[src/rtl/dag_pkg.sv]
// Purpose: Constants for the direct address generator.
// Assumes: 23-bit data space, 16-bit I/O space.
// Notes: Register offsets are for the plain register port.
package dag_pkg;
  localparam int DAG_DADDR_W = 23;
  localparam int DAG_LOCAL_W = 16;
  localparam int DAG_PAGE_W = 7;
  localparam int DAG_OFS_W = 7;
  localparam int DAG_PDP_W = 9;
  localparam int DAG_IOADDR_W = 16;
  localparam int DAG_BIT_W = 6;
  localparam int DAG_REG_AW = 4;
  // Register indices on the software port.
  localparam logic [3:0] DAG_REG_LOCAL_PAGE = 4'h0;
  localparam logic [3:0] DAG_REG_MAIN_PAGE = 4'h1;
  localparam logic [3:0] DAG_REG_EXT_PAGE = 4'h2;
  localparam logic [3:0] DAG_REG_STACK_PTR = 4'h3;
  localparam logic [3:0] DAG_REG_STACK_PAGE = 4'h4;
  localparam logic [3:0] DAG_REG_EXT_STACK = 4'h5;
  localparam logic [3:0] DAG_REG_PERIPH_PAGE = 4'h6;
  localparam logic [3:0] DAG_REG_MODE = 4'h7;
  localparam logic [3:0] DAG_REG_STATUS = 4'h8;
  // Reset values.
  localparam logic [15:0] DAG_LOCAL_PAGE_RST = 16'h0000;
  localparam logic [6:0] DAG_MAIN_PAGE_RST = 7'h00;
  localparam logic [15:0] DAG_STACK_PTR_RST = 16'h0000;
  localparam logic [6:0] DAG_STACK_PAGE_RST = 7'h00;
  localparam logic [8:0] DAG_PERIPH_PAGE_RST = 9'h000;
  // Memory-mapped register window on page zero.
  localparam logic [22:0] DAG_MMR_LAST = 23'h00_005F;
  // Highest bit positions of register targets.
  localparam logic [5:0] DAG_ACC_TOP_BIT = 6'h27;
  localparam logic [5:0] DAG_REG16_TOP_BIT = 6'h0F;
  // Register-bit target classes (target field bits [3:2] pick class).
  localparam logic [4:0] DAG_TGT_ACC_BASE = 5'h00;
  localparam logic [4:0] DAG_TGT_AUX_BASE = 5'h04;
  localparam logic [4:0] DAG_TGT_TMP_BASE = 5'h0C;
  localparam logic [4:0] DAG_TGT_LIMIT = 5'h10;
  // Status bit positions.
  localparam int DAG_ST_MMR_HIT = 0;
  localparam int DAG_ST_STACK_MMR = 1;
  localparam int DAG_ST_BIT_ERR = 2;
  localparam int DAG_ST_MODE = 3;

  typedef enum logic [2:0] {
    DAG_OP_NONE = 3'b000,
    DAG_OP_DATA = 3'b001,
    DAG_OP_BIT = 3'b010,
    DAG_OP_IO = 3'b011
  } dag_op_t;

  typedef enum logic [1:0] {
    DAG_BOP_TEST = 2'b00,
    DAG_BOP_SET = 2'b01,
    DAG_BOP_CLEAR = 2'b10,
    DAG_BOP_CPL = 2'b11
  } dag_bop_t;
endpackage

[src/rtl/dag_bit_check.sv]
// Purpose: Checks a register-bit direct target and bit position.
// Assumes: Target code 0-3 accumulators, 4-11 auxiliary, 12-15 temporary.
// Notes: Pure combinational; the caller registers the result.
`timescale 1ns/1ps
`default_nettype none
module dag_bit_check
  import dag_pkg::*;
(
  input wire logic [4:0] target,
  input wire logic [5:0] bit_offset,
  input wire logic pair,
  output logic target_ok,
  output logic bit_ok,
  output logic [5:0] top_bit
);
  wire logic is_acc;
  wire logic [6:0] last_bit;
  assign target_ok = (target < DAG_TGT_LIMIT);
  assign is_acc = (target < DAG_TGT_AUX_BASE);
  assign top_bit = is_acc ? DAG_ACC_TOP_BIT : DAG_REG16_TOP_BIT;
  // A pair touches the addressed bit and the one above it.
  assign last_bit = {1'b0, bit_offset} + {6'h00, pair};
  assign bit_ok = (last_bit <= {1'b0, top_bit});
endmodule // dag_bit_check
`default_nettype wire

[src/rtl/dag_direct_addr.sv]
// Purpose: Direct addressing address generator for data, register-bit and I/O modes.
// Assumes: Decoder presents one request per cycle with req_valid.
// Notes: Outputs are registered one cycle after the request.
//
// Local design decisions: the register addresses and the strobed register port.
`timescale 1ns/1ps
`default_nettype none
// Operation
// - Page mode address is main page over local base plus offset.
// - Memory-mapped qualifier forces main page and local base to zero.
// - Local address is the low sixteen bits, same on every page.
// - Stack mode uses stack page over stack pointer plus offset.
// - Stack offset is unsigned, zero through 127.
// - Stack page and pointer load separately or together as one.
// - Registers live at page zero 0 to 5F; stacks belong at 60 upward.
// - Bit offset counts from the least significant bit.
// - Bit address is the offset alone, no pointer or base.
// - Bit mode only for test/set/clear/complement on listed registers.
// - Highest bit is 39 for accumulators, 15 for others.
// - I/O address is peripheral page over seven-bit offset.
// - I/O space is 512 pages of 128 words.
// - Compiler mode bit picks page mode at 0, stack mode at 1.
// - Main page select picks one of 128 main pages.
// - Bit access may touch one bit or an adjacent pair.
module dag_direct_addr
  import dag_pkg::*;
(
  input wire logic ref_clk,
  input wire logic resetn,
  input wire logic [3:0] reg_addr,
  input wire logic [31:0] reg_wdata,
  input wire logic reg_wr,
  input wire logic reg_rd,
  output logic [31:0] reg_rdata,
  input wire logic req_valid,
  input wire logic [2:0] req_op,
  input wire logic req_mmap,
  input wire logic [6:0] req_offset,
  input wire logic [4:0] req_target,
  input wire logic [1:0] req_bit_op,
  input wire logic req_pair,
  output logic data_addr_valid,
  output logic [22:0] data_addr,
  output logic io_addr_valid,
  output logic [15:0] io_addr,
  output logic bit_valid,
  output logic [4:0] bit_target,
  output logic [5:0] bit_addr,
  output logic [1:0] bit_op,
  output logic bit_pair,
  output logic bit_error
);
  logic [15:0] local_page_base_reg;
  logic [6:0] main_page_select_reg;
  logic [15:0] data_stack_pointer_reg;
  logic [6:0] stack_page_register_reg;
  logic [8:0] peripheral_page_register_reg;
  logic compiler_mode_bit_reg;
  logic mmr_hit_reg;
  logic stack_mmr_reg;
  logic data_addr_valid_reg;
  logic [22:0] data_addr_reg;
  logic io_addr_valid_reg;
  logic [15:0] io_addr_reg;
  logic bit_valid_reg;
  logic [4:0] bit_target_reg;
  logic [5:0] bit_addr_reg;
  logic [1:0] bit_op_reg;
  logic bit_pair_reg;
  logic bit_error_reg;
  logic [31:0] reg_rdata_reg;
  logic [31:0] reg_rdata_next;

  wire logic is_data;
  wire logic is_bit;
  wire logic is_io;
  wire logic stack_mode;
  wire logic [6:0] eff_page;
  wire logic [15:0] eff_base;
  wire logic [15:0] local_sum;
  wire logic [22:0] data_addr_next;
  wire logic [15:0] io_addr_next;
  wire logic tgt_ok;
  wire logic bit_in_range;
  wire logic bit_error_next;
  wire logic mmr_window_next;
  wire logic wr_local;
  wire logic wr_main;
  wire logic wr_ext_page;
  wire logic wr_sp;
  wire logic wr_sph;
  wire logic wr_ext_stack;
  wire logic wr_pdp;
  wire logic wr_mode;

  function automatic logic reg_hit(input logic [3:0] addr, input logic [3:0] idx);
    reg_hit = (addr == idx);
  endfunction

  // Request decode.
  assign is_data = req_valid && (req_op == DAG_OP_DATA);
  assign is_bit = req_valid && (req_op == DAG_OP_BIT);
  assign is_io = req_valid && (req_op == DAG_OP_IO);
  // Memory-mapped accesses always use page mode at page zero.
  assign stack_mode = compiler_mode_bit_reg && !req_mmap;

  // Page and base selection.
  assign eff_page = req_mmap ? 7'h00 :
                    stack_mode ? stack_page_register_reg : main_page_select_reg;
  assign eff_base = req_mmap ? 16'h0000 :
                    stack_mode ? data_stack_pointer_reg : local_page_base_reg;
  // The sum is held to 16 bits so a carry never bumps the page.
  assign local_sum = eff_base + {9'h000, req_offset};
  assign data_addr_next = {eff_page, local_sum};
  assign mmr_window_next = (data_addr_next <= DAG_MMR_LAST);

  // I/O page concatenation.
  assign io_addr_next = {peripheral_page_register_reg, req_offset};

  // Register-bit target check; bit address ignores pointers and bases.
  dag_bit_check u_bit_check (
    .target(req_target),
    .bit_offset(req_offset[5:0]),
    .pair(req_pair),
    .target_ok(tgt_ok),
    .bit_ok(bit_in_range),
    .top_bit()
  );
  assign bit_error_next = !tgt_ok || !bit_in_range || req_offset[6];

  // Register port write decode.
  assign wr_local = reg_wr && reg_hit(reg_addr, DAG_REG_LOCAL_PAGE);
  assign wr_main = reg_wr && reg_hit(reg_addr, DAG_REG_MAIN_PAGE);
  assign wr_ext_page = reg_wr && reg_hit(reg_addr, DAG_REG_EXT_PAGE);
  assign wr_sp = reg_wr && reg_hit(reg_addr, DAG_REG_STACK_PTR);
  assign wr_sph = reg_wr && reg_hit(reg_addr, DAG_REG_STACK_PAGE);
  assign wr_ext_stack = reg_wr && reg_hit(reg_addr, DAG_REG_EXT_STACK);
  assign wr_pdp = reg_wr && reg_hit(reg_addr, DAG_REG_PERIPH_PAGE);
  assign wr_mode = reg_wr && reg_hit(reg_addr, DAG_REG_MODE);

  // Page registers: separate or combined loads.
  always_ff @(posedge ref_clk) begin
    if (!resetn) begin
      local_page_base_reg <= DAG_LOCAL_PAGE_RST;
      main_page_select_reg <= DAG_MAIN_PAGE_RST;
    end else if (wr_ext_page) begin
      local_page_base_reg <= reg_wdata[15:0];
      main_page_select_reg <= reg_wdata[22:16];
    end else begin
      if (wr_local) local_page_base_reg <= reg_wdata[15:0];
      if (wr_main) main_page_select_reg <= reg_wdata[6:0];
    end
  end

  always_ff @(posedge ref_clk) begin
    if (!resetn) begin
      data_stack_pointer_reg <= DAG_STACK_PTR_RST;
      stack_page_register_reg <= DAG_STACK_PAGE_RST;
    end else if (wr_ext_stack) begin
      data_stack_pointer_reg <= reg_wdata[15:0];
      stack_page_register_reg <= reg_wdata[22:16];
    end else begin
      if (wr_sp) data_stack_pointer_reg <= reg_wdata[15:0];
      if (wr_sph) stack_page_register_reg <= reg_wdata[6:0];
    end
  end

  always_ff @(posedge ref_clk) begin
    if (!resetn) begin
      peripheral_page_register_reg <= DAG_PERIPH_PAGE_RST;
      compiler_mode_bit_reg <= 1'b0;
    end else begin
      if (wr_pdp) peripheral_page_register_reg <= reg_wdata[8:0];
      if (wr_mode) compiler_mode_bit_reg <= reg_wdata[0];
    end
  end

  // Data address outputs.
  always_ff @(posedge ref_clk) begin
    if (!resetn) begin
      data_addr_valid_reg <= 1'b0;
      data_addr_reg <= 23'h00_0000;
    end else begin
      data_addr_valid_reg <= is_data;
      if (is_data) data_addr_reg <= data_addr_next;
    end
  end

  // Sticky diagnostics: hardware set wins over a software clear.
  always_ff @(posedge ref_clk) begin
    if (!resetn) begin
      mmr_hit_reg <= 1'b0;
      stack_mmr_reg <= 1'b0;
    end else begin
      mmr_hit_reg <= (is_data && req_mmap) ||
                     (mmr_hit_reg && !(wr_mode && reg_wdata[1]));
      // A stack access landing in the register window breaks the placement convention.
      stack_mmr_reg <= (is_data && stack_mode && mmr_window_next) ||
                       (stack_mmr_reg && !(wr_mode && reg_wdata[2]));
    end
  end

  // I/O address outputs.
  always_ff @(posedge ref_clk) begin
    if (!resetn) begin
      io_addr_valid_reg <= 1'b0;
      io_addr_reg <= 16'h0000;
    end else begin
      io_addr_valid_reg <= is_io;
      if (is_io) io_addr_reg <= io_addr_next;
    end
  end

  // Register-bit outputs.
  always_ff @(posedge ref_clk) begin
    if (!resetn) begin
      bit_valid_reg <= 1'b0;
      bit_target_reg <= 5'h00;
      bit_addr_reg <= 6'h00;
      bit_op_reg <= 2'b00;
      bit_pair_reg <= 1'b0;
      bit_error_reg <= 1'b0;
    end else begin
      bit_valid_reg <= is_bit && !bit_error_next;
      bit_error_reg <= is_bit && bit_error_next;
      if (is_bit) begin
        bit_target_reg <= req_target;
        bit_addr_reg <= req_offset[5:0];
        bit_op_reg <= req_bit_op;
        bit_pair_reg <= req_pair;
      end
    end
  end

  // Read mux; unmapped indices read zero.
  always_comb begin
    reg_rdata_next = 32'h0000_0000;
    case (reg_addr)
      DAG_REG_LOCAL_PAGE: reg_rdata_next = {16'h0000, local_page_base_reg};
      DAG_REG_MAIN_PAGE: reg_rdata_next = {25'h000_0000, main_page_select_reg};
      DAG_REG_EXT_PAGE: reg_rdata_next = {9'h000, main_page_select_reg, local_page_base_reg};
      DAG_REG_STACK_PTR: reg_rdata_next = {16'h0000, data_stack_pointer_reg};
      DAG_REG_STACK_PAGE: reg_rdata_next = {25'h000_0000, stack_page_register_reg};
      DAG_REG_EXT_STACK:
        reg_rdata_next = {9'h000, stack_page_register_reg, data_stack_pointer_reg};
      DAG_REG_PERIPH_PAGE: reg_rdata_next = {23'h00_0000, peripheral_page_register_reg};
      DAG_REG_MODE: reg_rdata_next = {31'h0000_0000, compiler_mode_bit_reg};
      DAG_REG_STATUS: begin
        reg_rdata_next[DAG_ST_MMR_HIT] = mmr_hit_reg;
        reg_rdata_next[DAG_ST_STACK_MMR] = stack_mmr_reg;
        reg_rdata_next[DAG_ST_BIT_ERR] = bit_error_reg;
        reg_rdata_next[DAG_ST_MODE] = compiler_mode_bit_reg;
      end
      default: reg_rdata_next = 32'h0000_0000;
    endcase
  end

  // Read data stand only in the cycle after the strobe.
  always_ff @(posedge ref_clk) begin
    if (!resetn) reg_rdata_reg <= 32'h0000_0000;
    else reg_rdata_reg <= reg_rd ? reg_rdata_next : 32'h0000_0000;
  end

  assign reg_rdata = reg_rdata_reg;
  assign data_addr_valid = data_addr_valid_reg;
  assign data_addr = data_addr_reg;
  assign io_addr_valid = io_addr_valid_reg;
  assign io_addr = io_addr_reg;
  assign bit_valid = bit_valid_reg;
  assign bit_target = bit_target_reg;
  assign bit_addr = bit_addr_reg;
  assign bit_op = bit_op_reg;
  assign bit_pair = bit_pair_reg;
  assign bit_error = bit_error_reg;
endmodule // dag_direct_addr
`default_nettype wire

[config.mk]
export PLATFORM = sky130hd
export DESIGN_NAME = dag_direct_addr
export DESIGN_NICKNAME = d
export VERILOG_FILES = /design/src/rtl/dag_pkg.sv /design/src/rtl/dag_bit_check.sv /design/src/rtl/dag_direct_addr.sv
export SDC_FILE = /design/constraint.sdc
export NUM_CORES = 1
export LEC_CHECK = 0
export BUFFER_PORTS_ARGS = -buffer_cell sky130_fd_sc_hd__buf_2
export CORE_AREA = 2 2 160 123
export DETAILED_ROUTE_END_ITERATION = 10
export DIE_AREA = 0 0 162 125
export GPL_TIMING_DRIVEN = 0
export PLACE_DENSITY_LB_ADDON = 0.08
export RECOVER_POWER = 25
export SYNTH_ARGS = -nofsm -noshare
export SYNTH_HDL_FRONTEND = slang
export SYNTH_SLANG_ARGS = --single-unit
[constraint.sdc]
create_clock -name ref_clk -period 3.7 [get_ports ref_clk]
set_input_delay 0.555 -clock ref_clk [delete_from_list [all_inputs] [get_ports ref_clk]]
set_output_delay 0.555 -clock ref_clk [all_outputs]
set_load 0.03 [all_outputs]
* Word level (Yosys, flattened, before mapping)
Index checks and enable logic that the tools add are counted.
** Cells by class
- Equality and inequality tests :: 11
- Mux-type cells :: 15
- Reduce and logical (&&, ||, !) cells :: 39
- Order comparisons :: 4
- Add/sub/neg operators :: 2
** Operators by type and width (count)
- one-hot mux 19 bit (7 select lines) :: 1
- 2-to-1 mux 16 bit :: 6
- 2-to-1 mux 7 bit :: 6
- one-hot mux 4 bit (7 select lines) :: 1
- less-or-equal comparator 23 x 7 -> 1 bit (second input constant) :: 1
- logical AND 1 bit :: 21
- adder 16 x 7 -> 16 bit :: 1
- equality test 4 x 3 -> 1 bit (second input constant) :: 4
- equality test 4 x 2 -> 1 bit (second input constant) :: 2
- nonzero test 2 bit :: 4
- adder 6 x 1 -> 7 bit :: 1
- less-or-equal comparator 7 x 6 -> 1 bit :: 1
- equality test 3 x 2 -> 1 bit (second input constant) :: 2
- logical NOT 1 bit :: 6
- 2-to-1 mux 6 bit :: 1
- less-than comparator 5 x 3 -> 1 bit (second input constant) :: 1
- less-than comparator 5 bit (second input constant) :: 1
- equality test 4 x 1 -> 1 bit (second input constant) :: 1
- equality test 4 bit (second input constant) :: 1
- logical NOT 4 bit :: 1
- logical OR 1 bit :: 4
- OR reduction 2 bit :: 2
- equality test 3 x 1 -> 1 bit (second input constant) :: 1
- AND reduction 2 bit :: 1
** Word-level totals
- Output and inout bits :: 89
- Word-level logic and storage cells :: 90
- Register bits :: 147
- Input bits :: 60

* Depth between registers and ports, before layout
Gate-level depths: netlist of run 1.
- Depth in word-level cells :: 8
- Mapped depth :: 15
- Gate-level depth less buffers :: 11

* Modules after synthesis
From an unflattened synthesis of run 1, not the netlist that was laid out.
** Unflattened totals
- Cell total of the unflattened synthesis :: 803
- Area total of the unflattened synthesis :: 6626.4 µm²
** Modules (own cells, without submodules)
- dag_direct_addr :: sequential area each 2762.6 µm², area an instance 6436.2 µm², cells an instance 778, times used 1
- dag_bit_check :: sequential area each 0.0 µm², area an instance 190.2 µm², cells an instance 25, times used 1

* Least setup slack after synthesis of run 1
Ideal clock, no wire load.
- Kind :: input -> register
- Start point :: input req_mmap
- End point :: register stack_mmr_reg
- Stages :: 13
- Buffers on the path :: 3
- Arrival :: 3.364 ns
- Library setup time :: 0.059 ns
- Data required time :: 3.641 ns
- Path slack :: 0.277 ns
- Cells stage by stage :: clkbuf_1 clkbuf_1 clkbuf_1 nor2_1 ha_1 fa_1 a211oi_1 o21bai_1 nand4b_1 nor3b_1 a21oi_1 nor4_2 a31o_1
** Between the ends
- Longest elaborated chain between the ends :: 8
- Elaborated cells on any way between the ends :: 11
- Classes of those cells :: add/sub (1); order compare (1); mux (4); reduce/logical (5)
** Ends and longest elaborated chain
- start: declaration :: RTL line dag_direct_addr.sv:37 : input wire logic req_mmap,
- logical NOT 1 bit :: RTL line dag_direct_addr.sv:105 : assign stack_mode = compiler_mode_bit_reg && !req_mmap;
- logical AND 1 bit :: RTL line dag_direct_addr.sv:105
- 2-to-1 mux 16 bit :: RTL line dag_direct_addr.sv:111 : stack_mode ? data_stack_pointer_reg : local_page_base_reg;
- 2-to-1 mux 16 bit :: RTL line dag_direct_addr.sv:110 : assign eff_base = req_mmap ? 16'h0000 :
- adder 16 x 7 -> 16 bit :: RTL line dag_direct_addr.sv:113 : assign local_sum = eff_base + {9'h000, req_offset};
- less-or-equal comparator 23 x 7 -> 1 bit :: RTL line dag_direct_addr.sv:115 : assign mmr_window_next = (data_addr_next <= DAG_MMR_LAST);
- logical AND 1 bit * :: RTL line dag_direct_addr.sv:198 : stack_mmr_reg <= (is_data && stack_mode && mmr_window_next) ||
- logical OR 1 bit * :: RTL line dag_direct_addr.sv:198
- end signal: assignment :: RTL line dag_direct_addr.sv:198
- end: declaration :: RTL line dag_direct_addr.sv:60 : logic stack_mmr_reg;
Every way passes the cells marked *; elsewhere a longest branch is shown, timed or not.
A chain may end at the register's enable or synchronous reset.

* Worst setup path after layout of run 1
Same ends and word-level chain as after synthesis.

==> results of run 1 <==
metal layers:
layer | routed length (µm) | up-vias | global-route usage [%]
li1 | - | 3035 | -
met1 | 11000 | 2909 | 33.1
met3 | 1420 | 21 | 4.78
met4 | 265 | 0 | 5.31
met5 | 0 | - | 0
met2 | 9220 | 214 | 31.8
cells by family after synthesis:
| logic type | count (synthesis) | share of synthesized area, % |
|---|---|---|
| muxes | 36 | 5.44 |
| adders and majority gates | 12 | 2.37 |
| other | 1 | 0.0564 |
| buffers and inverters | 68 | 4.67 |
| xor gates and xnor gates | 15 | 1.98 |
| AOI/OAI and AO/OA | 183 | 20.9 |
| DFF | 138 | 41.5 |
| and+or+nand+nor | 335 | 23.1 |
cell type report:
cell class | count | area share, %
Multi-Input combinational cell | 590 | 44.0
Buffer | 57 | 3.37
Sequential cell | 138 | 33.6
Clock inverter | 10 | 2.01
Tap cell | 253 | 3.85
Inverter | 8 | 0.366
Clock buffer | 22 | 5.77
Timing Repair Buffer | 127 | 7.04
cell usage in the layout, fill, tap and decap left out, types with 6 or more instances in the layout:
cell       synthesis  routed
and2_1             7       7
clkbuf_16          0      17
conb_1             1       9
clkbuf_1          39      84
dfxtp_1          138     138
nor2_1            54      54
ha_1              11      11
a22oi_1           22      22
nor3_1            15      15
a21oi_1           19      19
o221ai_1           7       7
buf_2              7      86
inv_1              7       7
nand3_1           27      27
mux2i_1           35      35
buf_4             10       9
nor2b_1           22      22
a222oi_1           6       6
xor2_1             7       7
o21ai_0           11      11
a21boi_0          70      70
xnor2_1            8       8
nand2_1          170     170
o211a_1           12      12
repair_timing:
action / CTS / global route
setup endpoints to repair: 6 / 1
gates cloned: 0 / 0
resized for setup: 2 / 3
final timing paths:
check	from	to	depth (start not counted)	slack, ps
worst min-delay path	req_target[4]	bit_valid$_SDFF_PN0_	2	350
worst min register to register	bit_addr[0]$_SDFFE_PN0P_	bit_addr[0]$_SDFFE_PN0P_	2	450
worst max register to register	compiler_mode_bit_reg$_SDFFE_PN0P_	stack_mmr_reg$_SDFF_PN0_	12	420
worst max-delay path	req_mmap	stack_mmr_reg$_SDFF_PN0_	13	420
power breakdown:
part / internal [mW] / switching [mW]
Clock: 1.18 / 0.687
Sequential: 1.51 / 0.0205
Combinational: 0.102 / 0.206
Total: 2.79 / 0.913
per-stage QoR:
step / power (mW) / TNS (ps) / cell area [µm²] / utilization, %
floorplan: 1.74 / 0 / 6680 / -
global placement: 1.87 / -5260 / 7630 / 40.5
detailed placement: 1.87 / -4810 / 7630 / 40.5
CTS: 3.74 / 0 / 8270 / 43.9
global route: 3.83 / 0 / 8220 / 43.6
finish: 3.71 / 0 / 8220 / 43.6
worst max-delay path, cell delays in order:
cell and delay, ps:
buf_2 240, clkbuf_2 310, clkbuf_2 320, nor2_1 120
ha_1 230, fa_1 440, a211oi_2 270, o21bai_1 150
nand4b_1 220, nor3b_1 210, a21oi_1 70, nor4_2 310
a31o_1 190
==> impl_metrics.ini, run 1 <==
[placement]
port-buffer-count = 127
pre_cts_slack_ps = -768
dpl.hpwl_mm = 16.4
place_congestion = 0.858
place_inst = 1176

[synthesis]
synth_area_leader_cell = dfxtp_1
syn_inst = 788
synthMostInstantiatedCell = nand2_1
synth-edff-count = 0
netlist_area_um2 = 6650
synth_warnings = 0
synth_ff_type = dfxtp_1
synth-async-reset-ratio_pct = 0
synth_common_cells = nand2_1, dfxtp_1, a21boi_0
synth.distinct_cells = 64
avgSynthCellArea_um2 = 8.44
netlist.area_leader.share_pct = 41.5
netlist_top_cells_area = dfxtp_1, nand2_1, a21boi_0
ys_ff_latch = 138
synth-seq-area-share_pct = 41.5

[clock_network]
clk_latency_ps = 430
clock-sinks = 138
cts_hold_buf = 0
htreeDepth = 4
path_clk_slew_ps = 60
cts_root_buf = clkbuf_16
clockBufferDepth = 2
cts_tree = done
numCtsBuffers = 17
post_cts_buffers = 0

[detailed_routing]
wire_per_inst_um = 18.2
ant_nets = 0
firstDrtPassIters = 5
drcViolationCount = 0
routed_wl_mm = 21.9
drt_iter0_markers = 478
vias = 6179
vias_per_cell = 5.13

[cells_and_area]
num-fill-cells = 1935
drive_gt1_share_pct = 15.1
stdcell_count = 1205
syn_to_final_growth_pct = 23.5
seq_area_um2 = 2760
multi_input_area_um2 = 3610
insertedDiodeCount = 0
nNetsFinal = 1011

[floorplanning]
io_pins = 149
die_area_um2 = 20300
dieHeight_um = 125
core-area_um2 = 18800
die_w_um = 162
start_util_pct = 35.3
rows = 44

[timing]
rsz0062_at_grt = false
maxSlewHeadroom_pct = 48.9
setup_viol = 0
post-route-period-util_pct = 88.7
drv_slew = 0
skew_ps = 6.86
hold_ws_ps = 354
fmax_ghz = 0.305
final_hold_viol_count = 0
worstMarginPinSlew_ps = 765
fin_ws_ps = 417
min_period_ps = 3280

[hold_path]
hp-class = in -> reg

[global_routing]
antenna_found_initial = 0
grt-ovfl-total = 0
grt_use_total_pct = 22.0
grt_pass1_vias = 5759
grt_max_degree = 20
grt_pass1_wl_mm = 33.9

[setup_path]
cp.arrival_ps = 3660
critPathLaunchType = input port
worstSetupEndpointType = flip-flop
cp.required_ps = 4070
worst-path-max-fanout = 12
worstSetupPathType = in -> reg

[pwr]
p_per_area_nw_per_um2 = 451
p_leak_nw = 3.08
peakVddDrop_v = 0.000238

[job]
drv_cap = 0

[outcome]
status = completed
(Power assumes the default switching activity.)
==> inputs of run 2 (changes only) <==
- SYNTH_HIERARCHICAL: unset -> 1
==> impl_metrics.ini, run 2 <==
[setup_path]
critPathBufInv = 4
timing.rr.start = compiler_mode_bit_reg$_SDFFE_PN0P_
reg2reg_depth = 14
cp.arrival_ps = 3800
rr_endpoint = stack_mmr_reg$_SDFF_PN0_
crit_top_cell = buf_4
reg2reg_setup_slack_ps = 260
worstSetupPathType = reg -> reg
max_stage_delay_ps = 390
critPathSlowestCell = a2111oi_4
critPathTopFamily = compound AO/OA/AOI/OAI gates
worst-path-max-fanout = 19
path_depth = 14
crit_path_cell_trace = buf_4 -> buf_4 -> buf_6 -> mux2i_1 -> or2_2 -> inv_1 -> ha_1 -> a211o_1 -> a2111oi_4 -> nor4bb_4 -> a311oi_1 -> a31oi_1 -> or3_1 -> o21ai_1
cp.required_ps = 4060
critPathLaunchType = flip-flop
worstSetupEndpointType = flip-flop

[global_routing]
grt_pass1_wl_mm = 33.3
grt_use_total_pct = 21.8
antenna_found_initial = 1
grt-ovfl-total = 0
grt_max_degree = 17
grt_pass1_vias = 5639

[cells_and_area]
syn_to_final_growth_pct = 22.3
drive_gt1_share_pct = 14.9
final_common_cell = nand2_1
insertedDiodeCount = 0
design_area_um2 = 8060
nNetsFinal = 1021
utilization_pct = 42.8
final_cell_mix = nand2_1, dfxtp_1, buf_2

[synthesis]
avgSynthCellArea_um2 = 8.27
synth_warnings = 6
syn_inst = 797
netlist_area_um2 = 6590

[timing]
post-route-period-util_pct = 93.1
skew_ps = 5.69
final_hold_viol_count = 0
worstMarginPinSlew_ps = 989
rsz0062_at_grt = false
setup_viol = 0
maxSlewHeadroom_pct = 33.6
min_period_ps = 3440
drv_slew = 0
fmax_ghz = 0.290

[floorplanning]
core-area_um2 = 18800
rows = 44
die_w_um = 162
io_pins = 149
die_area_um2 = 20300
start_util_pct = 35.0
dieHeight_um = 125

[clock_network]
post_cts_buffers = 0
numCtsBuffers = 17
cts_root_buf = clkbuf_16
clock-sinks = 138
clk_latency_ps = 420
clockBufferDepth = 2
cts_tree = done
htreeDepth = 4
path_clk_slew_ps = 60

[placement]
place_congestion = 0.819
place_area_um2 = 7570
dpl.hpwl_mm = 16.4
port-buffer-count = 126

[pwr]
p_per_area_nw_per_um2 = 416
p_leak_nw = 2.99
peakVddDrop_v = 0.000242
p_total_mw = 3.35

[outcome]
status = completed

[detailed_routing]
routed_wl_mm = 21.7
ant_nets = 0
vias = 6085
drcViolationCount = 0
firstDrtPassIters = 6
drt_iter0_markers = 479
vias_per_cell = 5.01
wire_per_inst_um = 17.9

[hold_path]
min_from = req_bit_op[0]
holdPathStages = 3
hp-class = in -> reg
hold_end = bit_op[0]$_SDFFE_PN0P_

[job]
drv_cap = 0
==> run 2: cell type report <==
class | count | area [µm²]
Buffer | 61 | 287
Clock buffer | 19 | 443
Clock inverter | 12 | 78.8
Fill cell | 1994 | 10800
Inverter | 11 | 41.3
Multi-Input combinational cell | 594 | 3550
Sequential cell | 138 | 2760
Tap cell | 253 | 317
Timing Repair Buffer | 126 | 576
==> run 2: how the worst max path moves through the flow <==
stage | to | startpoint
final | stack_mmr_reg$_SDFF_PN0_ | compiler_mode_bit_reg$_SDFFE_PN0P_
after floorplan | stack_mmr_reg$_SDFF_PN0_ | req_mmap
after detailed placement | stack_mmr_reg$_SDFF_PN0_ | compiler_mode_bit_reg$_SDFFE_PN0P_
after global placement | stack_mmr_reg$_SDFF_PN0_ | compiler_mode_bit_reg$_SDFFE_PN0P_
after global routing | stack_mmr_reg$_SDFF_PN0_ | compiler_mode_bit_reg$_SDFFE_PN0P_
after CTS | stack_mmr_reg$_SDFF_PN0_ | req_mmap
==> run 2: timing repair <==
action,in CTS,in global routing
hold buffers,0,0
resized for setup,6,5
setup endpoints to repair,7,4
==> run 2: worst register-to-register path, delay by kind of cell, from the launching register on <==
| family | cells | cell delay, ps |
|---|---|---|
| mux | 1 | 120 |
| fa+ha+maj | 1 | 230 |
| compound gates | 5 | 1200 |
| simple gates | 3 | 820 |
| buf+inv | 4 | 720 |
| flops | 1 | 300 |
==> run 2: report_power, final <==
part           leakage (nW)  switching [mW]  internal (mW)
Combinational          1.62           0.193         0.0994
Sequential             1.11          0.0218           1.51
Clock                 0.254           0.668          0.863
Total                  2.99           0.883           2.47
==> run 2: metal layers <==
layer	GRT usage, %	up-vias	part of all wire, %
li1	-	3036	-
met1	33.5	2853	52
met2	30.4	181	41
met3	4.91	15	6.0
met4	5.15	0	0.98
met5	0	-	0
==> run 2: per-stage QoR <==
| stage | worst slack [ps] | setup TNS [ps] | hold WS, ps | instances |
|---|---|---|---|---|
| floorplan | 108 | 0 | 436 | 805 |
| global placement | -484 | -1650 | 447 | 1184 |
| detailed placement | -491 | -1740 | 453 | 1184 |
| CTS | 14.6 | 0 | 361 | 1215 |
| global route | 24.0 | 0 | 363 | 1214 |
| finish | 256 | 0 | 375 | 1214 |
==> inputs of run 3 (changes only) <==
- CORE_AREA: 2 2 160 123 -> 4 4 133 103
- DIE_AREA: 0 0 162 125 -> 0 0 137 107
==> impl_metrics.ini, run 3 (synthesis gave the netlist of run 2 again) <==
[outcome]
status = completed

[floorplanning]
die_w_um = 137
rows = 35
io_pins = 149
die_area_um2 = 14700
core-area_um2 = 12300
start_util_pct = 53.7
dieHeight_um = 107

[timing]
skew_ps = 8.02
min_period_ps = 3500
drv_slew = 0
final_hold_viol_count = 0
worstMarginPinSlew_ps = 905
setup_viol = 0
post-route-period-util_pct = 94.7
rsz0062_at_grt = false
fmax_ghz = 0.286
maxSlewHeadroom_pct = 39.2

[pwr]
p_leak_nw = 3.04
p_sw_uw = 909
internal-power_mw = 2.75
sw_frac_of_total_pct = 24.8
peakVddDrop_v = 0.000342
seq_power_share_pct = 41.8
power_frac_comb_pct = 8.1
clock_power_share_pct = 50.1
p_per_area_nw_per_um2 = 454

[cells_and_area]
final_cell_mix = nand2_1, dfxtp_1, clkbuf_1, buf_2, a21boi_0
drive_gt1_share_pct = 15.1
design_area_um2 = 8070
nNetsFinal = 1021
insertedDiodeCount = 0
syn_to_final_growth_pct = 22.5
utilization_pct = 65.8
final_common_cell = nand2_1

[clock_network]
numCtsBuffers = 17
clk_latency_ps = 420
htreeDepth = 4
clock-sinks = 138
path_clk_slew_ps = 60
cts_tree = done
cts_root_buf = clkbuf_16
clockBufferDepth = 2
post_cts_buffers = 0

[global_routing]
grt_pass1_vias = 6227
grt_use_total_pct = 29.1
grt_pass1_wl_mm = 33.0
antenna_found_initial = 0
grt_max_degree = 17
grt-ovfl-total = 0

[setup_path]
cp.required_ps = 4050
worst-path-max-fanout = 10
cp.arrival_ps = 3850
crit_path_cell_trace = clkbuf_1 -> clkbuf_2 -> clkbuf_2 -> or2_2 -> inv_1 -> ha_1 -> a211o_1 -> a2111oi_4 -> nor4bb_4 -> a311oi_2 -> a31oi_1 -> or3_1 -> o21ai_1
critPathLaunchType = input port
worstSetupPathType = in -> reg
worstSetupEndpointType = flip-flop
crit_top_cell = clkbuf_2
max_stage_delay_ps = 450
critPathSlowestCell = a2111oi_4

[detailed_routing]
drcViolationCount = 0
firstDrtPassIters = 8
drt_iter0_markers = 510
vias_per_cell = 5.64
vias = 6365
wire_per_inst_um = 18.3
ant_nets = 0
routed_wl_mm = 20.7

[job]
drv_cap = 0

[placement]
place_congestion = 0.959
place_area_um2 = 7460
dpl.hpwl_mm = 16.0
port-buffer-count = 126

[hold_path]
hp-class = in -> reg
[run 3: cell count changes in the layout (fill, tap and decap cells not counted), sizes merged]
cell and change:
clkinv -7, inv +6, bufinv +4, buf -1, clkbuf -1
[run 3: critical path: cells and delay by family]
kind            cells  cell delay (ps)
fa+ha+maj           1              290
buf+inv             4             1050
compound gates      5             1280
simple gates        3              670
[run 3: final timing paths]
kind,cells past startpoint,startpoint,slack (ps),end
max,13,req_mmap,200,stack_mmr_reg$_SDFF_PN0_
min,3,req_target[1],380,bit_target[1]$_SDFFE_PN0P_
max reg2reg,14,compiler_mode_bit_reg$_SDFFE_PN0P_,200,stack_mmr_reg$_SDFF_PN0_
min reg2reg,2,io_addr[2]$_SDFFE_PN0P_,460,io_addr[2]$_SDFFE_PN0P_
[run 3: metal layers]
| metal | global-route usage, % | vias to the layer above | part of all wire [%] |
|---|---|---|---|
| li1 | - | 3059 | - |
| met1 | 40.8 | 2994 | 45 |
| met2 | 45.6 | 277 | 44 |
| met3 | 6.29 | 35 | 9.0 |
| met4 | 7.12 | 0 | 1.8 |
| met5 | 0 | - | 0 |
[run 3: cell type report]
class / count / area (µm²)
multi-input combinational: 594 / 3550
inverter: 11 / 41.3
clock inverter: 15 / 213
buffer: 61 / 294
timing repair buffer: 126 / 574
fill: 1084 / 4190
tap: 166 / 208
clock buffer: 17 / 425
sequential: 138 / 2760
[run 3: through the flow]
stage / instances / total power, mW / TNS (ps) / hold WS [ps] / setup slack (ps)
floorplan: 805 / 1.73 / 0 / 436 / 108
global placement: 1097 / 1.84 / -1020 / 446 / -378
detailed placement: 1097 / 1.85 / -1750 / 453 / -499
CTS: 1129 / 3.67 / 0 / 371 / 25.7
global route: 1128 / 3.78 / 0 / 395 / 21.1
finish: 1128 / 3.66 / 0 / 381 / 198
[run 3: power groups by stage]
| stage | Combinational [mW] | Clock [mW] | Sequential, mW |
|---|---|---|---|
| finish | 0.295 | 1.84 | 1.53 |
| global route | 0.321 | 1.93 | 1.53 |
| CTS | 0.290 | 1.85 | 1.53 |
| detailed placement | 0.288 | 0 | 1.56 |
| global placement | 0.281 | 0 | 1.56 |
| floorplan | 0.161 | 0 | 1.57 |
[run 3: repair_timing]
action                     in CTS  in global routing
setup endpoints to repair       7                  4
gates resized for setup         7                  6
pin swaps                       0                  1
hold buffers                    0                  0
